==> config.mk <==
export PLATFORM = sky130hd
export DESIGN_NAME = tbcp_top
export DESIGN_NICKNAME = d
export VERILOG_FILES = /design/src/tbcp_pkg.sv /design/src/tbcp_if.sv /design/src/tbcp_ahb_slave.sv /design/src/tbcp_top.sv /design/src/tbcp_unpack.sv
export SDC_FILE = /design/constraint.sdc
export NUM_CORES = 1
export LEC_CHECK = 0
export ABC_AREA = 1
export BUFFER_PORTS_ARGS = -buffer_cell sky130_fd_sc_hd__buf_4
export CAP_MARGIN = 20
export CORE_MARGIN = 2
export CORE_UTILIZATION = 30
export CTS_CLUSTER_DIAMETER = 40
export DETAILED_ROUTE_END_ITERATION = 8
export GPL_ROUTABILITY_DRIVEN = 0
export HOLD_SLACK_MARGIN = 0.12
export PLACE_DENSITY = 0.61
export SYNTH_ARGS = -nofsm -noshare
export SYNTH_HDL_FRONTEND = slang
export SYNTH_SLANG_ARGS = --single-unit
==> constraint.sdc <==
create_clock -name hclk -period 7.3 [get_ports hclk]
set_clock_uncertainty 0.2 [all_clocks]
set_input_delay 0.365 -clock hclk [delete_from_list [all_inputs] [get_ports hclk]]
set_output_delay 0.365 -clock hclk [all_outputs]
set_load 0.01 [all_outputs]
==> src/tbcp_pkg.sv <==
package tbcp_pkg;

  // ==========================================================================
  // First command word layout
  localparam int unsigned CMDA_IOC_BIT = 31;
  localparam int unsigned CMDA_ALIGN_LSB = 24;
  localparam int unsigned CMDA_OFS_LSB = 16;
  localparam int unsigned CMDA_FIRST_BIT = 13;
  localparam int unsigned CMDA_LAST_BIT = 12;
  localparam int unsigned CMD_SIZE_LSB = 0;

  // ==========================================================================
  // Second command word layout
  localparam int unsigned CMDB_TAG_LSB = 16;
  localparam int unsigned CMDB_CRC_DIS_BIT = 13;
  localparam int unsigned CMDB_PAD_DIS_BIT = 12;

  // ==========================================================================
  // End alignment codes
  localparam logic [1:0] ALIGN_4 = 2'h0;
  localparam logic [1:0] ALIGN_16 = 2'h1;
  localparam logic [1:0] ALIGN_32 = 2'h2;

  // Short frames are padded up to this length by the MAC
  localparam logic [6:0] MIN_FRAME_BYTES = 7'h40;

  // ==========================================================================
  // Register map (byte addresses)
  localparam logic [7:0] CTRL_OFS = 8'h00;
  localparam logic [7:0] STAT_OFS = 8'h04;
  localparam logic [7:0] TXSTAT_OFS = 8'h08;
  localparam logic [7:0] COUNT_OFS = 8'h0C;

  // Field positions
  localparam int unsigned CTRL_EN_BIT = 0;
  localparam int unsigned STAT_TXERR_BIT = 0;
  localparam int unsigned STAT_DONE_BIT = 1;
  localparam int unsigned STAT_BUSY_BIT = 2;
  localparam int unsigned TXSTAT_ERR_BIT = 15;

  // Reset values
  localparam logic CTRL_EN_RST = 1'b1;
  localparam logic [31:0] TXSTAT_RST = 32'h0000_0000;

  // ==========================================================================
  // Parser states
  typedef enum logic [5:0] {
    ST_CMDA = 6'h01,
    ST_CMDB = 6'h02,
    ST_OFS = 6'h04,
    ST_DATA = 6'h08,
    ST_PAD = 6'h10,
    ST_DONE = 6'h20
  } tbcp_state_t;

endpackage

==> src/tbcp_if.sv <==
`timescale 1ns/1ps
`default_nettype none

// ============================================================================
// Register access from the bus slave to the register file
interface tbcp_reg_if;
  logic wr_en;
  logic [7:0] wr_addr;
  logic [31:0] wdata;
  logic [7:0] rd_addr;
  logic [31:0] rdata;
  modport slave (output wr_en, output wr_addr, output wdata, output rd_addr, input rdata);
  modport regs (input wr_en, input wr_addr, input wdata, input rd_addr, output rdata);
endinterface

// ============================================================================
// One data word with its valid byte lanes, handed to the byte unpacker
interface tbcp_lane_if;
  logic valid;
  logic ready;
  logic [31:0] word;
  logic [1:0] lane;
  logic [2:0] nbytes;
  logic last;
  modport src (output valid, input ready, output word, output lane, output nbytes,
               output last);
  modport dst (input valid, output ready, input word, input lane, input nbytes,
               input last);
endinterface

`default_nettype wire

==> src/tbcp_ahb_slave.sv <==
`timescale 1ns/1ps
`default_nettype none

module tbcp_ahb_slave (
  // Clock and reset
  input wire logic hclk,
  input wire logic hresetn,
  // AHB-Lite slave side
  input wire logic hsel,
  input wire logic [31:0] haddr,
  input wire logic [1:0] htrans,
  input wire logic hwrite,
  input wire logic [2:0] hsize,
  input wire logic [31:0] hwdata,
  input wire logic hready,
  output logic hreadyout,
  output logic hresp,
  output logic [31:0] hrdata,
  // Register file side
  tbcp_reg_if.slave rif
);

  logic wr_pend_reg;
  logic [7:0] wr_addr_reg;
  logic take;

  // ==========================================================================
  // Address phase decode; hsize is ignored, only whole words are used
  assign take = hsel && hready && htrans[1];
  assign rif.rd_addr = haddr[7:0];
  assign rif.wr_en = wr_pend_reg;
  assign rif.wr_addr = wr_addr_reg;
  assign rif.wdata = hwdata;

  // Zero wait states and always OKAY
  assign hreadyout = 1'b1;
  assign hresp = 1'b0;

  // Capture a write for its data phase
  always_ff @(posedge hclk or negedge hresetn) begin
    if (!hresetn) begin
      wr_pend_reg <= 1'b0;
      wr_addr_reg <= 8'h00;
    end else begin
      wr_pend_reg <= take && hwrite;
      if (take) begin
        wr_addr_reg <= haddr[7:0];
      end
    end
  end

  // Read data sampled at the address phase so it stands from a flop in the data phase
  always_ff @(posedge hclk or negedge hresetn) begin
    if (!hresetn) begin
      hrdata <= 32'h0000_0000;
    end else if (take && !hwrite) begin
      hrdata <= rif.rdata;
    end
  end

endmodule

`default_nettype wire

==> src/tbcp_top.sv <==
// The address map and the AHB-Lite interface to the registers were decided locally.
`timescale 1ns/1ps
`default_nettype none

// How it works
// - Bit 13 of the first command word opens a new packet.
// - Bit 12 of the first command word closes the packet after this buffer.
// - Bits 10:0 of the first command word give payload bytes, no offset or padding.
// - Offset, byte count and end alignment give the padding words, which are discarded.
// - Buffer sizes summed over a packet; mismatch with packet length sets error.
// - Tag in bits 31:16 of the second word goes into the status word.
// - Bit 13 of the second command word suppresses the appended frame check sequence.
// - Bit 12 of the second command word stops padding frames under 64 bytes.
// - With padding disabled the frame check sequence is always appended.
// - Bits 10:0 of the second word are packet length; mismatch sets error.
// - Data region starts at the word after the command words.
// - Low two offset bits choose the first valid byte lane.
// - Upper offset bits give up to seven whole words skipped before data.
// - Unused trailing bytes of the last data word are not passed on.
// - End filler for 4, 16 or 32 byte alignment is removed.
// - Bits 25:24 of the first word: 4, 16, 32 byte alignment, 11 reserved.
// - Bit 31 of the first word sets the buffer-done flag once the whole buffer has been read.
// - Only buffers with the opening flag carry the second command word.

module tbcp_top (
  // Clock and reset
  input wire logic hclk,
  input wire logic hresetn,
  // AHB-Lite register bus
  input wire logic hsel,
  input wire logic [31:0] haddr,
  input wire logic [1:0] htrans,
  input wire logic hwrite,
  input wire logic [2:0] hsize,
  input wire logic [31:0] hwdata,
  input wire logic hready,
  output logic hreadyout,
  output logic hresp,
  output logic [31:0] hrdata,
  // Transmit data FIFO words
  input wire logic fifo_valid,
  output logic fifo_ready,
  input wire logic [31:0] fifo_data,
  // MAC transmit byte stream
  output logic mac_valid,
  input wire logic mac_ready,
  output logic [7:0] mac_data,
  output logic mac_last,
  // Per-packet frame controls
  output logic mac_add_crc,
  output logic mac_add_pad,
  // Transmit status word
  output logic txstat_valid,
  output logic [31:0] txstat_word,
  // Flags
  output logic transmit_error_flag,
  output logic buffer_done_irq_flag
);

  tbcp_reg_if rif ();
  tbcp_lane_if lif ();

  tbcp_pkg::tbcp_state_t state_reg;
  logic en_reg;
  logic ioc_reg;
  logic last_seg_reg;
  logic [1:0] align_reg;
  logic [4:0] ofs_reg;
  logic [10:0] size_reg;
  logic [15:0] tag_reg;
  logic crc_dis_reg;
  logic pad_dis_reg;
  logic [10:0] pkt_len_reg;
  logic [15:0] sum_reg;
  logic in_pkt_reg;
  logic [2:0] ofs_left_reg;
  logic [10:0] bytes_left_reg;
  logic first_word_reg;
  logic [2:0] pad_left_reg;
  logic take;
  logic err_set;
  logic done_set;
  logic err_clr;
  logic done_clr;
  logic [1:0] lane_now;
  logic [2:0] room;

  // ==========================================================================
  // Helpers
  // Payload words spanned by a byte count starting at a lane
  function automatic logic [9:0] data_words(input logic [1:0] lane, input logic [10:0] n);
    logic [11:0] t;
    t = {10'h000, lane} + {1'b0, n} + 12'h003;
    return t[11:2];
  endfunction

  // Filler words needed to round the region up to the alignment
  function automatic logic [2:0] pad_words(input logic [1:0] al, input logic [9:0] words);
    logic [2:0] mask;
    mask = 3'h0;
    case (al)
      tbcp_pkg::ALIGN_16: mask = 3'h3;
      tbcp_pkg::ALIGN_32: mask = 3'h7;
      default: mask = 3'h0; // Reserved code handled as 4-byte
    endcase
    return (3'h0 - words[2:0]) & mask;
  endfunction

  // ==========================================================================
  // Sub-blocks
  tbcp_ahb_slave u_ahb (
    .hclk(hclk),
    .hresetn(hresetn),
    .hsel(hsel),
    .haddr(haddr),
    .htrans(htrans),
    .hwrite(hwrite),
    .hsize(hsize),
    .hwdata(hwdata),
    .hready(hready),
    .hreadyout(hreadyout),
    .hresp(hresp),
    .hrdata(hrdata),
    .rif(rif)
  );

  tbcp_unpack u_unpack (
    .hclk(hclk),
    .hresetn(hresetn),
    .lif(lif),
    .mac_valid(mac_valid),
    .mac_ready(mac_ready),
    .mac_data(mac_data),
    .mac_last(mac_last)
  );

  // ==========================================================================
  // FIFO handshake; the unpacker's back-pressure stalls data words
  always_comb begin
    case (state_reg)
      tbcp_pkg::ST_CMDA: fifo_ready = en_reg;
      tbcp_pkg::ST_CMDB: fifo_ready = !mac_valid; // Old bytes leave before controls change
      tbcp_pkg::ST_OFS: fifo_ready = (ofs_left_reg != 3'h0);
      tbcp_pkg::ST_PAD: fifo_ready = (pad_left_reg != 3'h0);
      tbcp_pkg::ST_DATA: fifo_ready = lif.ready;
      default: fifo_ready = 1'b0;
    endcase
  end
  assign take = fifo_valid && fifo_ready;

  // Lane and byte count for the current data word
  assign lane_now = first_word_reg ? ofs_reg[1:0] : 2'h0;
  assign room = 3'h4 - {1'b0, lane_now};
  assign lif.valid = (state_reg == tbcp_pkg::ST_DATA) && fifo_valid;
  assign lif.word = fifo_data;
  assign lif.lane = lane_now;
  assign lif.nbytes = (bytes_left_reg < {8'h00, room}) ? bytes_left_reg[2:0] : room;
  assign lif.last = last_seg_reg && (bytes_left_reg <= {8'h00, room});

  // ==========================================================================
  // Parser state machine
  always_ff @(posedge hclk or negedge hresetn) begin
    if (!hresetn) begin
      state_reg <= tbcp_pkg::ST_CMDA;
    end else begin
      case (state_reg)
        tbcp_pkg::ST_CMDA: begin
          if (take) begin
            // Second word follows only on an opening buffer
            state_reg <= fifo_data[tbcp_pkg::CMDA_FIRST_BIT] ? tbcp_pkg::ST_CMDB
                                                           : tbcp_pkg::ST_OFS;
          end
        end
        tbcp_pkg::ST_CMDB: begin
          if (take) begin
            state_reg <= tbcp_pkg::ST_OFS;
          end
        end
        tbcp_pkg::ST_OFS: begin
          if (ofs_left_reg == 3'h0 || (take && ofs_left_reg == 3'h1)) begin
            state_reg <= (size_reg != 11'h000) ? tbcp_pkg::ST_DATA : tbcp_pkg::ST_PAD;
          end
        end
        tbcp_pkg::ST_DATA: begin
          if (take && bytes_left_reg <= {8'h00, room}) begin
            state_reg <= tbcp_pkg::ST_PAD;
          end
        end
        tbcp_pkg::ST_PAD: begin
          if (pad_left_reg == 3'h0 || (take && pad_left_reg == 3'h1)) begin
            state_reg <= tbcp_pkg::ST_DONE;
          end
        end
        tbcp_pkg::ST_DONE: state_reg <= tbcp_pkg::ST_CMDA;
        default: state_reg <= tbcp_pkg::ST_CMDA;
      endcase
    end
  end

  // Command field capture; reserved bits are never looked at
  always_ff @(posedge hclk or negedge hresetn) begin
    if (!hresetn) begin
      ioc_reg <= 1'b0;
      last_seg_reg <= 1'b0;
      align_reg <= tbcp_pkg::ALIGN_4;
      ofs_reg <= 5'h00;
      size_reg <= 11'h000;
      tag_reg <= 16'h0000;
      crc_dis_reg <= 1'b0;
      pad_dis_reg <= 1'b0;
      pkt_len_reg <= 11'h000;
    end else if (take && state_reg == tbcp_pkg::ST_CMDA) begin
      ioc_reg <= fifo_data[tbcp_pkg::CMDA_IOC_BIT];
      last_seg_reg <= fifo_data[tbcp_pkg::CMDA_LAST_BIT];
      align_reg <= fifo_data[tbcp_pkg::CMDA_ALIGN_LSB +: 2];
      ofs_reg <= fifo_data[tbcp_pkg::CMDA_OFS_LSB +: 5];
      size_reg <= fifo_data[tbcp_pkg::CMD_SIZE_LSB +: 11];
    end else if (take && state_reg == tbcp_pkg::ST_CMDB) begin
      tag_reg <= fifo_data[tbcp_pkg::CMDB_TAG_LSB +: 16];
      crc_dis_reg <= fifo_data[tbcp_pkg::CMDB_CRC_DIS_BIT];
      pad_dis_reg <= fifo_data[tbcp_pkg::CMDB_PAD_DIS_BIT];
      pkt_len_reg <= fifo_data[tbcp_pkg::CMD_SIZE_LSB +: 11];
    end
  end

  // Word counters for offset and filler, byte counter for payload
  always_ff @(posedge hclk or negedge hresetn) begin
    if (!hresetn) begin
      ofs_left_reg <= 3'h0;
      bytes_left_reg <= 11'h000;
      first_word_reg <= 1'b0;
      pad_left_reg <= 3'h0;
    end else begin
      if (state_reg == tbcp_pkg::ST_CMDA && take) begin
        ofs_left_reg <= fifo_data[tbcp_pkg::CMDA_OFS_LSB + 2 +: 3];
        bytes_left_reg <= fifo_data[tbcp_pkg::CMD_SIZE_LSB +: 11];
        first_word_reg <= 1'b1;
        // Filler counted over offset words plus payload words
        pad_left_reg <= pad_words(fifo_data[tbcp_pkg::CMDA_ALIGN_LSB +: 2],
          data_words(fifo_data[tbcp_pkg::CMDA_OFS_LSB +: 2],
                     fifo_data[tbcp_pkg::CMD_SIZE_LSB +: 11])
          + {7'h00, fifo_data[tbcp_pkg::CMDA_OFS_LSB + 2 +: 3]});
      end
      if (state_reg == tbcp_pkg::ST_OFS && take && ofs_left_reg != 3'h0) begin
        ofs_left_reg <= ofs_left_reg - 3'h1;
      end
      if (state_reg == tbcp_pkg::ST_DATA && take) begin
        bytes_left_reg <= bytes_left_reg - {8'h00, lif.nbytes};
        first_word_reg <= 1'b0;
      end
      if (state_reg == tbcp_pkg::ST_PAD && take && pad_left_reg != 3'h0) begin
        pad_left_reg <= pad_left_reg - 3'h1;
      end
    end
  end

  // Packet accumulation; an opening buffer restarts the sum
  always_ff @(posedge hclk or negedge hresetn) begin
    if (!hresetn) begin
      sum_reg <= 16'h0000;
      in_pkt_reg <= 1'b0;
    end else if (take && state_reg == tbcp_pkg::ST_CMDA) begin
      if (fifo_data[tbcp_pkg::CMDA_FIRST_BIT]) begin
        sum_reg <= {5'h00, fifo_data[tbcp_pkg::CMD_SIZE_LSB +: 11]};
      end else begin
        sum_reg <= sum_reg + {5'h00, fifo_data[tbcp_pkg::CMD_SIZE_LSB +: 11]};
      end
      in_pkt_reg <= !fifo_data[tbcp_pkg::CMDA_LAST_BIT];
    end
  end

  // ==========================================================================
  // Buffer end: length check and status word
  assign err_set = (state_reg == tbcp_pkg::ST_DONE) && last_seg_reg
                   && (sum_reg != {5'h00, pkt_len_reg});
  assign done_set = (state_reg == tbcp_pkg::ST_DONE) && ioc_reg;

  always_ff @(posedge hclk or negedge hresetn) begin
    if (!hresetn) begin
      txstat_valid <= 1'b0;
      txstat_word <= tbcp_pkg::TXSTAT_RST;
    end else begin
      txstat_valid <= (state_reg == tbcp_pkg::ST_DONE) && last_seg_reg;
      if (state_reg == tbcp_pkg::ST_DONE && last_seg_reg) begin
        txstat_word <= {tag_reg, err_set, 15'h0000};
      end
    end
  end

  // Frame controls held for the packet; padding off forces the check sequence
  assign mac_add_crc = !crc_dis_reg || pad_dis_reg;
  assign mac_add_pad = !pad_dis_reg;

  // ==========================================================================
  // Registers; sticky flags clear on write-one, a same-cycle set wins
  assign err_clr = rif.wr_en && rif.wr_addr == tbcp_pkg::STAT_OFS
                   && rif.wdata[tbcp_pkg::STAT_TXERR_BIT];
  assign done_clr = rif.wr_en && rif.wr_addr == tbcp_pkg::STAT_OFS
                    && rif.wdata[tbcp_pkg::STAT_DONE_BIT];

  always_ff @(posedge hclk or negedge hresetn) begin
    if (!hresetn) begin
      en_reg <= tbcp_pkg::CTRL_EN_RST;
    end else if (rif.wr_en && rif.wr_addr == tbcp_pkg::CTRL_OFS) begin
      en_reg <= rif.wdata[tbcp_pkg::CTRL_EN_BIT];
    end
  end

  always_ff @(posedge hclk or negedge hresetn) begin
    if (!hresetn) begin
      transmit_error_flag <= 1'b0;
      buffer_done_irq_flag <= 1'b0;
    end else begin
      transmit_error_flag <= err_set || (transmit_error_flag && !err_clr);
      buffer_done_irq_flag <= done_set || (buffer_done_irq_flag && !done_clr);
    end
  end

  // Read mux; unmapped addresses read zero
  always_comb begin
    rif.rdata = 32'h0000_0000;
    case (rif.rd_addr)
      tbcp_pkg::CTRL_OFS: rif.rdata[tbcp_pkg::CTRL_EN_BIT] = en_reg;
      tbcp_pkg::STAT_OFS: begin
        rif.rdata[tbcp_pkg::STAT_TXERR_BIT] = transmit_error_flag;
        rif.rdata[tbcp_pkg::STAT_DONE_BIT] = buffer_done_irq_flag;
        rif.rdata[tbcp_pkg::STAT_BUSY_BIT] = in_pkt_reg || (state_reg != tbcp_pkg::ST_CMDA);
      end
      tbcp_pkg::TXSTAT_OFS: rif.rdata = txstat_word;
      tbcp_pkg::COUNT_OFS: rif.rdata = {16'h0000, sum_reg};
      default: rif.rdata = 32'h0000_0000;
    endcase
  end

endmodule

`default_nettype wire

==> src/tbcp_unpack.sv <==
`timescale 1ns/1ps
`default_nettype none

module tbcp_unpack (
  // Clock and reset
  input wire logic hclk,
  input wire logic hresetn,
  // Words from the parser
  tbcp_lane_if.dst lif,
  // Byte stream to the MAC transmit path
  output logic mac_valid,
  input wire logic mac_ready,
  output logic [7:0] mac_data,
  output logic mac_last
);

  logic [31:0] word_reg;
  logic [1:0] lane_reg;
  logic [2:0] left_reg;
  logic last_reg;
  logic pop;

  // ==========================================================================
  // Accept a new word when empty or when the final byte is leaving
  assign pop = mac_ready && (left_reg == 3'h1);
  assign lif.ready = (left_reg == 3'h0) || pop;
  assign mac_valid = (left_reg != 3'h0);
  assign mac_data = word_reg[{lane_reg, 3'h0} +: 8];
  assign mac_last = last_reg && (left_reg == 3'h1);

  // Walk the lanes low to high; bytes past the count are never offered
  always_ff @(posedge hclk or negedge hresetn) begin
    if (!hresetn) begin
      word_reg <= 32'h0000_0000;
      lane_reg <= 2'h0;
      left_reg <= 3'h0;
      last_reg <= 1'b0;
    end else if (lif.valid && lif.ready) begin
      word_reg <= lif.word;
      lane_reg <= lif.lane;
      left_reg <= lif.nbytes;
      last_reg <= lif.last;
    end else if (mac_valid && mac_ready) begin
      lane_reg <= lane_reg + 2'h1;
      left_reg <= left_reg - 3'h1;
    end
  end

endmodule

`default_nettype wire

; After elaboration in Yosys (flattened, before gate mapping)
; Index checks and enable logic that the tools add are counted.
[totals]
ff_bits = 185
inputBits = 108
output_inout_bits = 82
wordCells = 153
[op_classes]
add_sub_neg = 11
n_lt_le_gt_ge = 2
n_eq_ne = 22
shifts = 1
mux = 29
bitwise_logic = 2
reduce_logical = 59
[op_table]
columns = operator, n
row1 = 29-bit case mux with 2 select lines, 1
row2 = 32-bit by 6-bit variable part select with 8-bit output, 1
row3 = 1-bit logical AND, 30
row4 = 6-bit 2-to-1 mux, 5
row5 = 6-bit case mux with 5 select lines, 1
row6 = 3-bit 2-to-1 mux, 9
row7 = 11-bit 2-to-1 mux, 2
row8 = 16-bit by 11-bit adder with 16-bit output, 1
row9 = 8-bit by 3-bit equality test with 1-bit output (second input constant), 2
row10 = 8-bit by 4-bit equality test with 1-bit output (second input constant), 2
row11 = 8-bit zero test, 2
row12 = 16-bit 2-to-1 mux, 1
row13 = 16-bit by 11-bit != test with 1-bit output, 1
row14 = 11-bit by 3-bit <= comparator with 1-bit output, 1
row15 = 11-bit by 3-bit < comparator with 1-bit output, 1
row16 = 11-bit nonzero test, 1
row17 = 11-bit by 3-bit subtractor with 11-bit output, 1
row18 = 2-bit != test (second input constant), 5
row19 = 3-bit by 1-bit equality test with 1-bit output (second input constant), 3
row20 = 3-bit zero test, 3
row21 = 3-bit nonzero test, 3
row22 = 3-bit by 1-bit subtractor with 3-bit output (second input constant), 3
row23 = 2-bit nonzero test, 4
row24 = 1-bit zero test, 7
row25 = 27 further kinds, 36

; Depth between registers and ports, before layout
; Gate-level depths: netlist (run 1).
[logic_depth]
ltp_word = 10
depth_mapped = 22
mapped_depth_nobuf = 22

; Hierarchy
; A second synthesis (run 1) with hierarchy kept.
[hier_totals]
hier_cells = 1365
hier_area_um2 = 10481.3
[modules_own_cells]
columns = mod, n_inst, cells_each, area_per_inst_um2, seq_area_each_um2
row1 = tbcp_top, 1, 901, 6603.8, 2655.0
row2 = tbcp_unpack, 1, 242, 1955.6, 950.9
row3 = tbcp_ahb_slave, 1, 222, 1921.8, 1026.0

; Least setup slack after synthesis (run 1)
; Ideal clock, no wire load.
[synth_timing]
path_type = flip-flop to flip-flop
from = register first_word_reg
to = register bytes_left_reg[10]
setup_ns = 0.117
arrival_ns = 2.761
required_ns = 6.983
path_slack_ns = 4.222
stages_incl_launch_ff = 21
path_buffers = 0
synth_period_minus_slack_ns = 3.078
cell_sequence = dfrtp_1 nand2_1 ha_1 inv_1 ha_1 nand2_1 nor2_1 nor2_1 nand2_1 o21ai_0 ha_1 inv_1 fa_1 nand2_1 nand2_1 nor2_1 nand3_1 nand3_1 o21ai_0 nand2_1 nand2_1
[synth_via]
elab_chain_cells = 6
[synth_rtl]
columns = item, line
row1 = "start, declared", tbcp_top.sv:78  ; logic first_word_reg;
row2 = "start signal, assigned", tbcp_top.sv:231  ; first_word_reg <= 1'b0;
row3 = "start signal, assigned", tbcp_top.sv:237  ; first_word_reg <= 1'b1;
row4 = "start signal, assigned", tbcp_top.sv:249  ; first_word_reg <= 1'b0;
row5 = 2-bit 2-to-1 mux *, tbcp_top.sv:152  ; assign lane_now = first_word_reg ? ofs_reg[1:0] : 2'h0;
row6 = 3-bit by 2-bit subtractor with 3-bit output *, tbcp_top.sv:153  ; assign room = 3'h4 - {1'b0, lane_now};
row7 = 11-bit by 3-bit < comparator with 1-bit output, tbcp_top.sv:157  ; assign lif.nbytes = (bytes_left_reg < {8'h00, room}) ? bytes_left_reg[2:0] : room;
row8 = 3-bit 2-to-1 mux *, tbcp_top.sv:157
row9 = 11-bit by 3-bit subtractor with 11-bit output *, tbcp_top.sv:248  ; bytes_left_reg <= bytes_left_reg - {8'h00, lif.nbytes};
row10 = 11-bit 2-to-1 mux *, tbcp_top.sv:247  ; if (state_reg == tbcp_pkg::ST_DATA && take) begin
row11 = "end signal, assigned", tbcp_top.sv:236  ; bytes_left_reg <= fifo_data[tbcp_pkg::CMD_SIZE_LSB +: 11];
row12 = "end signal, assigned", tbcp_top.sv:248
row13 = "end, declared", tbcp_top.sv:77  ; logic [10:0] bytes_left_reg;
; Mark *: on every way between the ends. The rest lies on a longest branch, timed or not.
; A chain may end at the register's enable or synchronous reset.

; Worst setup path after layout (run 1)
[layout_timing]
from = input fifo_data[1]
to = register pad_left_reg[2]
[layout_via]
elab_chain_cells = 7
[layout_rtl]
columns = item, line
row1 = "start, declared", tbcp_top.sv:43  ; input wire logic [31:0] fifo_data,
row2 = 2-bit by 5-bit adder with 5-bit output, tbcp_top.sv:93  ; t = {10'h000, lane} + {1'b0, n} + 12'h003;
row3 = 5-bit by 2-bit adder with 5-bit output, tbcp_top.sv:93
row4 = 3-bit adder, tbcp_top.sv:242  ; + {7'h00, fifo_data[tbcp_pkg::CMDA_OFS_LSB + 2 +: 3]});
row5 = 1-bit by 3-bit subtractor with 3-bit output, tbcp_top.sv:106  ; return (3'h0 - words[2:0]) & mask;
row6 = 3-bit bitwise AND, tbcp_top.sv:106
row7 = 3-bit 2-to-1 mux, tbcp_top.sv:234  ; if (state_reg == tbcp_pkg::ST_CMDA && take) begin
row8 = 3-bit 2-to-1 mux, tbcp_top.sv:251  ; if (state_reg == tbcp_pkg::ST_PAD && take && pad_left_reg != 3'h0) begin
row9 = "end signal, assigned", tbcp_top.sv:239  ; pad_left_reg <= pad_words(fifo_data[tbcp_pkg::CMDA_ALIGN_LSB +: 2],
row10 = "end signal, assigned", tbcp_top.sv:252  ; pad_left_reg <= pad_left_reg - 3'h1;
row11 = "end, declared", tbcp_top.sv:79  ; logic [2:0] pad_left_reg;
; No other way between the ends. The select of a mux whose other input is x is not followed.

==> impl_metrics.json, run 1 <==
{
  "first_global_vias": 8256,
  "yosysUniqueCellTypes": 47,
  "mostFrequentLayoutCells": "nand2_1 (378), dfrtp_1 (183), o21ai_0 (141)",
  "wl_per_cell_um": 14.8,
  "rsz0062_at_grt": "no",
  "track_usage_pct": 16.4,
  "p_total_w": 0.00397,
  "ys_top_cells_by_area": "dfrtp_1 (46%), nand2_1 (14%), o21ai_0 (7.2%)",
  "synthCells": 1255,
  "cpMaxStageDelayCell": "dlygate4sd3_1",
  "ff2ff_setup_slack_ns": 3.80,
  "synth_top_family_by_area": "simple AND/OR/NAND/NOR gates",
  "drc": 0,
  "setup_violations": 0,
  "core_mm2": 0.0325,
  "grt_max_degree": 117,
  "synthAdderAreaFrac_pct": 4.80,
  "synthSimpleGateAreaFrac_pct": 25.0,
  "cts-root-buf": "clkbuf_16",
  "die_h_um": 185,
  "syn_avg_cell_area_um2": 7.85,
  "cts_hold_buf": 45,
  "rows": 66,
  "viasPerCell": 4.69,
  "cts_resized": 0,
  "path_delay_family": "adder cells",
  "slew_viol_final": 0,
  "drive_gt1_share_pct": 12.8,
  "layout_min_cycle_time_ns": 3.53,
  "hold_path_depth": 3,
  "power.leakage_nw": 6.06,
  "synth_top_area_cell": "dfrtp_1",
  "grt_pass1_wl_mm": 43.7,
  "vias": 8673,
  "synth_top_area_share_pct": 46.5,
  "clk_path_buf_depth": 2,
  "synth-compound-area-share_pct": 12.2,
  "die-area_mm2": 0.0343,
  "finalHoldViolations": 0,
  "vdd_drop_max_mv": 0.162,
  "cp_cell_sequence": "dlygate4sd3_1 > buf_4 > inv_1 > ha_1 > o21bai_1 > fa_1 > xnor2_1 > ha_1 > inv_1 > ha_1 > xor2_1 > nand2_1 > nand2_1 > or2_2 > nand4_1 > nand2_1 > nand2_1 > nand2_1",
  "routed_wl_mm": 27.4,
  "final_common_cell": "nand2_1",
  "reg2reg_from": "first_word_reg$_DFFE_PN0P_",
  "clk_pin_slew_worst_paths_ns": 0.08,
  "post_cts_buffers": 0,
  "end_kind": "flip-flop",
  "arrival_ns": 3.65,
  "start_util_pct": 30.4,
  "startpoint": "fifo_data[1]",
  "synth-main-ff-cell": "dfrtp_1",
  "dp_hpwl_mm": 19.8,
  "ys_seq_elements": 185,
  "nets": 1537,
  "ios": 190,
  "holdCritStartpoint": "fifo_valid",
  "powerDensity_mw_per_mm2": 331,
  "synth_mux_area_share_pct": 0.229,
  "hold_end": "size_reg[8]$_DFFE_PN0P_",
  "crit_required_ns": 7.42,
  "synthToLayoutAreaGrowth_pct": 21.9,
  "rr_endpoint": "bytes_left_reg[10]$_DFFE_PN0P_",
  "overflow": 0,
  "max_slew.worst_pin.slew_ns": 0.991,
  "cts_max_level": 4,
  "cp.buffers_inverters": 4,
  "run_status": "finished, final reports clean",
  "setup_tns_ns": 0,
  "critPathMaxStageDelay_ns": 0.54,
  "synth_edf_count": 0,
  "drt_first_pass_iters": 5,
  "maxCapViolations": 0,
  "worstSetupStartpointType": "primary input",
  "fp.dieW_um": 185,
  "synth-xor-area-share_pct": 1.33,
  "drt_iter0_markers": 658,
  "cts_tree": "yes",
  "numClockSinks": 185,
  "netlist_area_mm2": 0.00985,
  "path_max_fanout": 5,
  "port_buffers": 114,
  "max_freq_ghz": 0.283,
  "cts_made_buffers": 17,
  "async_reset_ff_share_pct": 100,
  "reg2regPathDepth": 20,
  "crit_top_cell": "nand2_1",
  "min_path_type": "primary input to flip-flop",
  "crit_type": "primary input to flip-flop",
  "clock_latency_ns": 0.44,
  "antenna_left": 0,
  "relSlewSlack_pct": 33.7,
  "period_share_pct": 48.4,
  "antenna_found_initial": 1,
  "seq_area_frac_synth_pct": 47.0,
  "yosysWarnings": 0
}
-- synth_stat cells, drive strengths merged (7+ instances only) --
| cell | instances |
|---|---|
| nand2 | 382 |
| xnor2 | 7 |
| nand3 | 68 |
| buf | 37 |
| a21oi | 18 |
| nand3b | 7 |
| dfrtp | 183 |
| o21ai | 172 |
| o22ai | 17 |
| a22o | 7 |
| nor3 | 9 |
| xor2 | 8 |
| inv | 145 |
| clkbuf | 22 |
| ha | 33 |
| nand4 | 16 |
| nor2 | 90 |
-- worst max-delay path by stage --
stage	slack (ns)	cells after the start	to
global placement	3.84	20	bytes_left_reg[10]$_DFFE_PN0P_
CTS	3.77	18	pad_left_reg[2]$_DFFE_PN0P_
finish	3.77	18	pad_left_reg[2]$_DFFE_PN0P_
global route	3.38	21	bytes_left_reg[10]$_DFFE_PN0P_
detailed placement	3.83	20	bytes_left_reg[10]$_DFFE_PN0P_
floorplan	4.22	20	bytes_left_reg[10]$_DFFE_PN0P_
-- logic make-up after synthesis --
group | after synthesis
fa+ha+maj | 36
simple gates | 585
buf+inv | 205
xor+xnor | 15
flops | 185
other cells | 2
compound gates | 225
mux | 2
-- layout make-up --
class	count	area, µm²
clock buffer	18	429
sequential	185	4630
inverter	146	548
multi-input combinational	880	4360
fill	3352	20400
antenna	1	2.50
clock inverter	14	145
tap	442	553
timing repair buffer	163	1340
-- metrics by stage --
| stage | area, µm² | hold slack (ns) | worst slack [ns] | instances | util (%) |
|---|---|---|---|---|---|
| finish | 12000 | 0.152 | 3.77 | 1849 | 37.0 |
| global route | 12000 | 0.157 | 3.38 | 1849 | 37.0 |
| CTS | 12000 | 0.141 | 3.77 | 1848 | 37.0 |
| detailed placement | 11000 | 0.262 | 3.83 | 1771 | 33.8 |
| global placement | 11000 | 0.258 | 3.84 | 1771 | 33.8 |
| floorplan | 9910 | -0.131 | 4.22 | 1270 | - |
-- per-layer routing --
| metal | up-vias | wire length [µm] | track usage [%] |
|---|---|---|---|
| li1 | 4305 | - | - |
| met3 | 47 | 1450 | 2.67 |
| met5 | - | 0 | 0 |
| met2 | 267 | 12700 | 26.8 |
| met1 | 4054 | 12300 | 21.4 |
| met4 | 0 | 864 | 6.83 |
-- worst register-to-register path, stage by stage, from the launching register on --
cell and delay, ns:
dfrtp_1 0.37, nand2_1 0.08, ha_1 0.29, inv_1 0.08, ha_1 0.23, nand2_1 0.09, nor2_1 0.04, nor2_1 0.09
nand2_1 0.14, o21ai_0 0.27, ha_1 0.22, inv_1 0.09, fa_1 0.38, nand2_1 0.11, nand2_1 0.10, nor2_1 0.21
nand3_1 0.10, nand3_1 0.08, o21ai_0 0.09, nand2_1 0.10, nand2_1 0.05
-- power by group --
part           total [W]  internal [W]  switching (W)
sequential       0.00153       0.00130       0.000232
combinational    0.00152      0.000576       0.000943
clock           0.000922      0.000507       0.000415
total            0.00397       0.00238        0.00159
(Power assumes the default switching activity.)
==> run 2, diff against run 1 <==
==> constraint.sdc (replaced) <==
create_clock -name hclk -period 3.25 [get_ports hclk]
set_clock_uncertainty 0.2 [all_clocks]
set_input_delay 0.1625 -clock hclk [delete_from_list [all_inputs] [get_ports hclk]]
set_output_delay 0.1625 -clock hclk [all_outputs]
set_load 0.01 [all_outputs]
==> run 2 against run 1 <==
  * First-iteration DRC count fell by 3.6%
  * Non-clock buffer count up 20
  * Combinational power grew to 2.5 times the previous value
  * Clock-buffer cell count decreased by 1
  * Highest routed layer unchanged
==> impl_metrics.json, run 2 (same netlist as run 1, synthesis figures left out) <==
{
  "overflow": 0,
  "reg2reg_from": "first_word_reg$_DFFE_PN0P_",
  "startpoint": "first_word_reg$_DFFE_PN0P_",
  "cts_max_level": 4,
  "nets": 1557,
  "drc": 0,
  "powerDensity_mw_per_mm2": 763,
  "cts_made_buffers": 17,
  "min_path_type": "primary input to async pin",
  "layout_setup_ws_ns": 0.0981,
  "slew_viol_final": 0,
  "power.leakage_nw": 6.19,
  "track_usage_pct": 16.3,
  "drive_gt1_share_pct": 15.6,
  "reg2regPathDepth": 20,
  "final_common_cell": "nand2_1",
  "drt_first_pass_iters": 5,
  "antenna_found_initial": 1,
  "die_h_um": 185,
  "run_status": "finished, final reports clean",
  "place_ws_ns": -0.0572,
  "mostFrequentLayoutCells": "nand2_1 (373), dfrtp_1 (183), o21ai_0 (135)",
  "first_global_vias": 8317,
  "grt_max_degree": 77,
  "ios": 190,
  "comb_power_share_pct": 40.9,
  "vias": 8702,
  "rsz0062_at_grt": "yes",
  "arrival_ns": 3.32,
  "setup_violations": 0,
  "power_frac_seq_pct": 36.5,
  "fp.dieW_um": 185,
  "p_int_w": 0.00551,
  "cts_tree": "yes",
  "start_util_pct": 30.4,
  "fill_cells": 3337,
  "layout_min_cycle_time_ns": 3.15,
  "crit_required_ns": 3.42,
  "viasPerCell": 4.66,
  "power_switching_w": 0.00391,
  "crit_path_end": "bytes_left_reg[6]$_DFFE_PN0P_",
  "routed_wl_mm": 27.8,
  "rr_endpoint": "bytes_left_reg[6]$_DFFE_PN0P_",
  "clkPwrFrac_pct": 22.6,
  "max_slew.worst_pin.slew_ns": 0.980,
  "clock_latency_ns": 0.44,
  "port_buffers": 114,
  "grt_pass1_wl_mm": 43.9,
  "path_max_fanout": 3,
  "setup_tns_ns": 0,
  "relSlewSlack_pct": 34.1,
  "numClockSinks": 185,
  "synthToLayoutAreaGrowth_pct": 25.3,
  "die-area_mm2": 0.0343,
  "maxCapViolations": 0,
  "vdd_drop_max_mv": 0.303,
  "core_mm2": 0.0325,
  "crit_type": "flip-flop to flip-flop",
  "finalHoldViolations": 0,
  "end_kind": "flip-flop",
  "worstSetupStartpointType": "flip-flop",
  "clk_pin_slew_worst_paths_ns": 0.09,
  "period_share_pct": 97.0,
  "dp_hpwl_mm": 20.5,
  "cts-root-buf": "clkbuf_16",
  "drt_iter0_markers": 634,
  "wl_per_cell_um": 14.9,
  "clk_path_buf_depth": 2,
  "power_switching_share_pct": 41.5,
  "antenna_left": 0,
  "ff2ff_setup_slack_ns": 0.1,
  "max_freq_ghz": 0.317,
  "rows": 66
}
## run 2: metrics by stage
stage          util, %  hold WS, ns  total power, W  cell area (µm²)  instances
4_1_cts           37.6        0.121         0.00914            12200       1866
3_3_place_gp      34.2       0.0349         0.00684            11100       1785
2_1_floorplan        -       -0.333         0.00577             9910       1270
6_report          38.1       0.0813         0.00942            12400       1869
3_5_place_dp      34.2       0.0266         0.00693            11100       1785
5_1_grt           38.1        0.150          0.0101            12400       1869
## run 2: metal layers
| layer | track usage (%) | vias up | part of all wire (%) |
|---|---|---|---|
| met5 | 0 | - | 0 |
| met3 | 1.93 | 31 | 4.7 |
| li1 | - | 4328 | - |
| met4 | 5.33 | 0 | 1.9 |
| met1 | 22.2 | 4096 | 45 |
| met2 | 27.0 | 247 | 48 |
## run 2: layout make-up
class | instances | area (µm²) | area share, %
Sequential cell | 185 | 4630 | 37.5
Tap cell | 442 | 553 | 4.48
Timing Repair Buffer | 183 | 1530 | 12.4
Multi-Input combinational cell | 880 | 4470 | 36.2
Clock buffer | 17 | 425 | 3.44
Antenna cell | 1 | 2.50 | 0.0203
Clock inverter | 15 | 189 | 1.53
Inverter | 146 | 551 | 4.46
## run 2: worst min-delay path by stage
| stage | depth (start not counted) | to | startpoint |
|---|---|---|---|
| after global routing | 2 | u_ahb.hrdata[14]$_DFFE_PN0P_ | hresetn |
| after detailed placement | 1 | u_ahb.hrdata[14]$_DFFE_PN0P_ | hresetn |
| final | 2 | u_ahb.hrdata[14]$_DFFE_PN0P_ | hresetn |
| after CTS | 2 | u_ahb.hrdata[14]$_DFFE_PN0P_ | hresetn |
| after floorplan | 0 | buffer_done_irq_flag$_DFF_PN0_ | hresetn |
| after global placement | 1 | u_ahb.hrdata[14]$_DFFE_PN0P_ | hresetn |
## run 2: critical path: stages, from the launching register on
cell and delay (ns):
dfrtp_1 0.40, nand2_2 0.10, ha_4 0.29, inv_4 0.04
ha_4 0.25, nand2_2 0.05, nor2_2 0.09, nor2_1 0.04
nand2_1 0.10, nand2_1 0.08, o21ai_2 0.07, ha_2 0.23
inv_2 0.06, fa_2 0.36, nand2_2 0.11, buf_4 0.13
nand3_2 0.09, xor2_2 0.16, o21ai_1 0.12, nand2_1 0.06
nand2_1 0.06
## run 2: power by group through the flow
stage / clock (W) / sequential [W] / combinational, W
after floorplan: 0 / 0.00326 / 0.00251
after global placement: 0 / 0.00344 / 0.00340
after detailed placement: 0 / 0.00345 / 0.00348
after CTS: 0.00217 / 0.00341 / 0.00356
after global routing: 0.00228 / 0.00352 / 0.00433
final: 0.00213 / 0.00344 / 0.00385
## run 2: repair_timing
item                                    4_1_cts  5_1_grt
pin swaps                                     0       18
buffers inserted                              0        2
hold buffers                                 49        0
endpoints found under the setup margin        4       10
gates cloned                                  0        0
resized for setup                             1       36
endpoints found under the hold margin       265        0
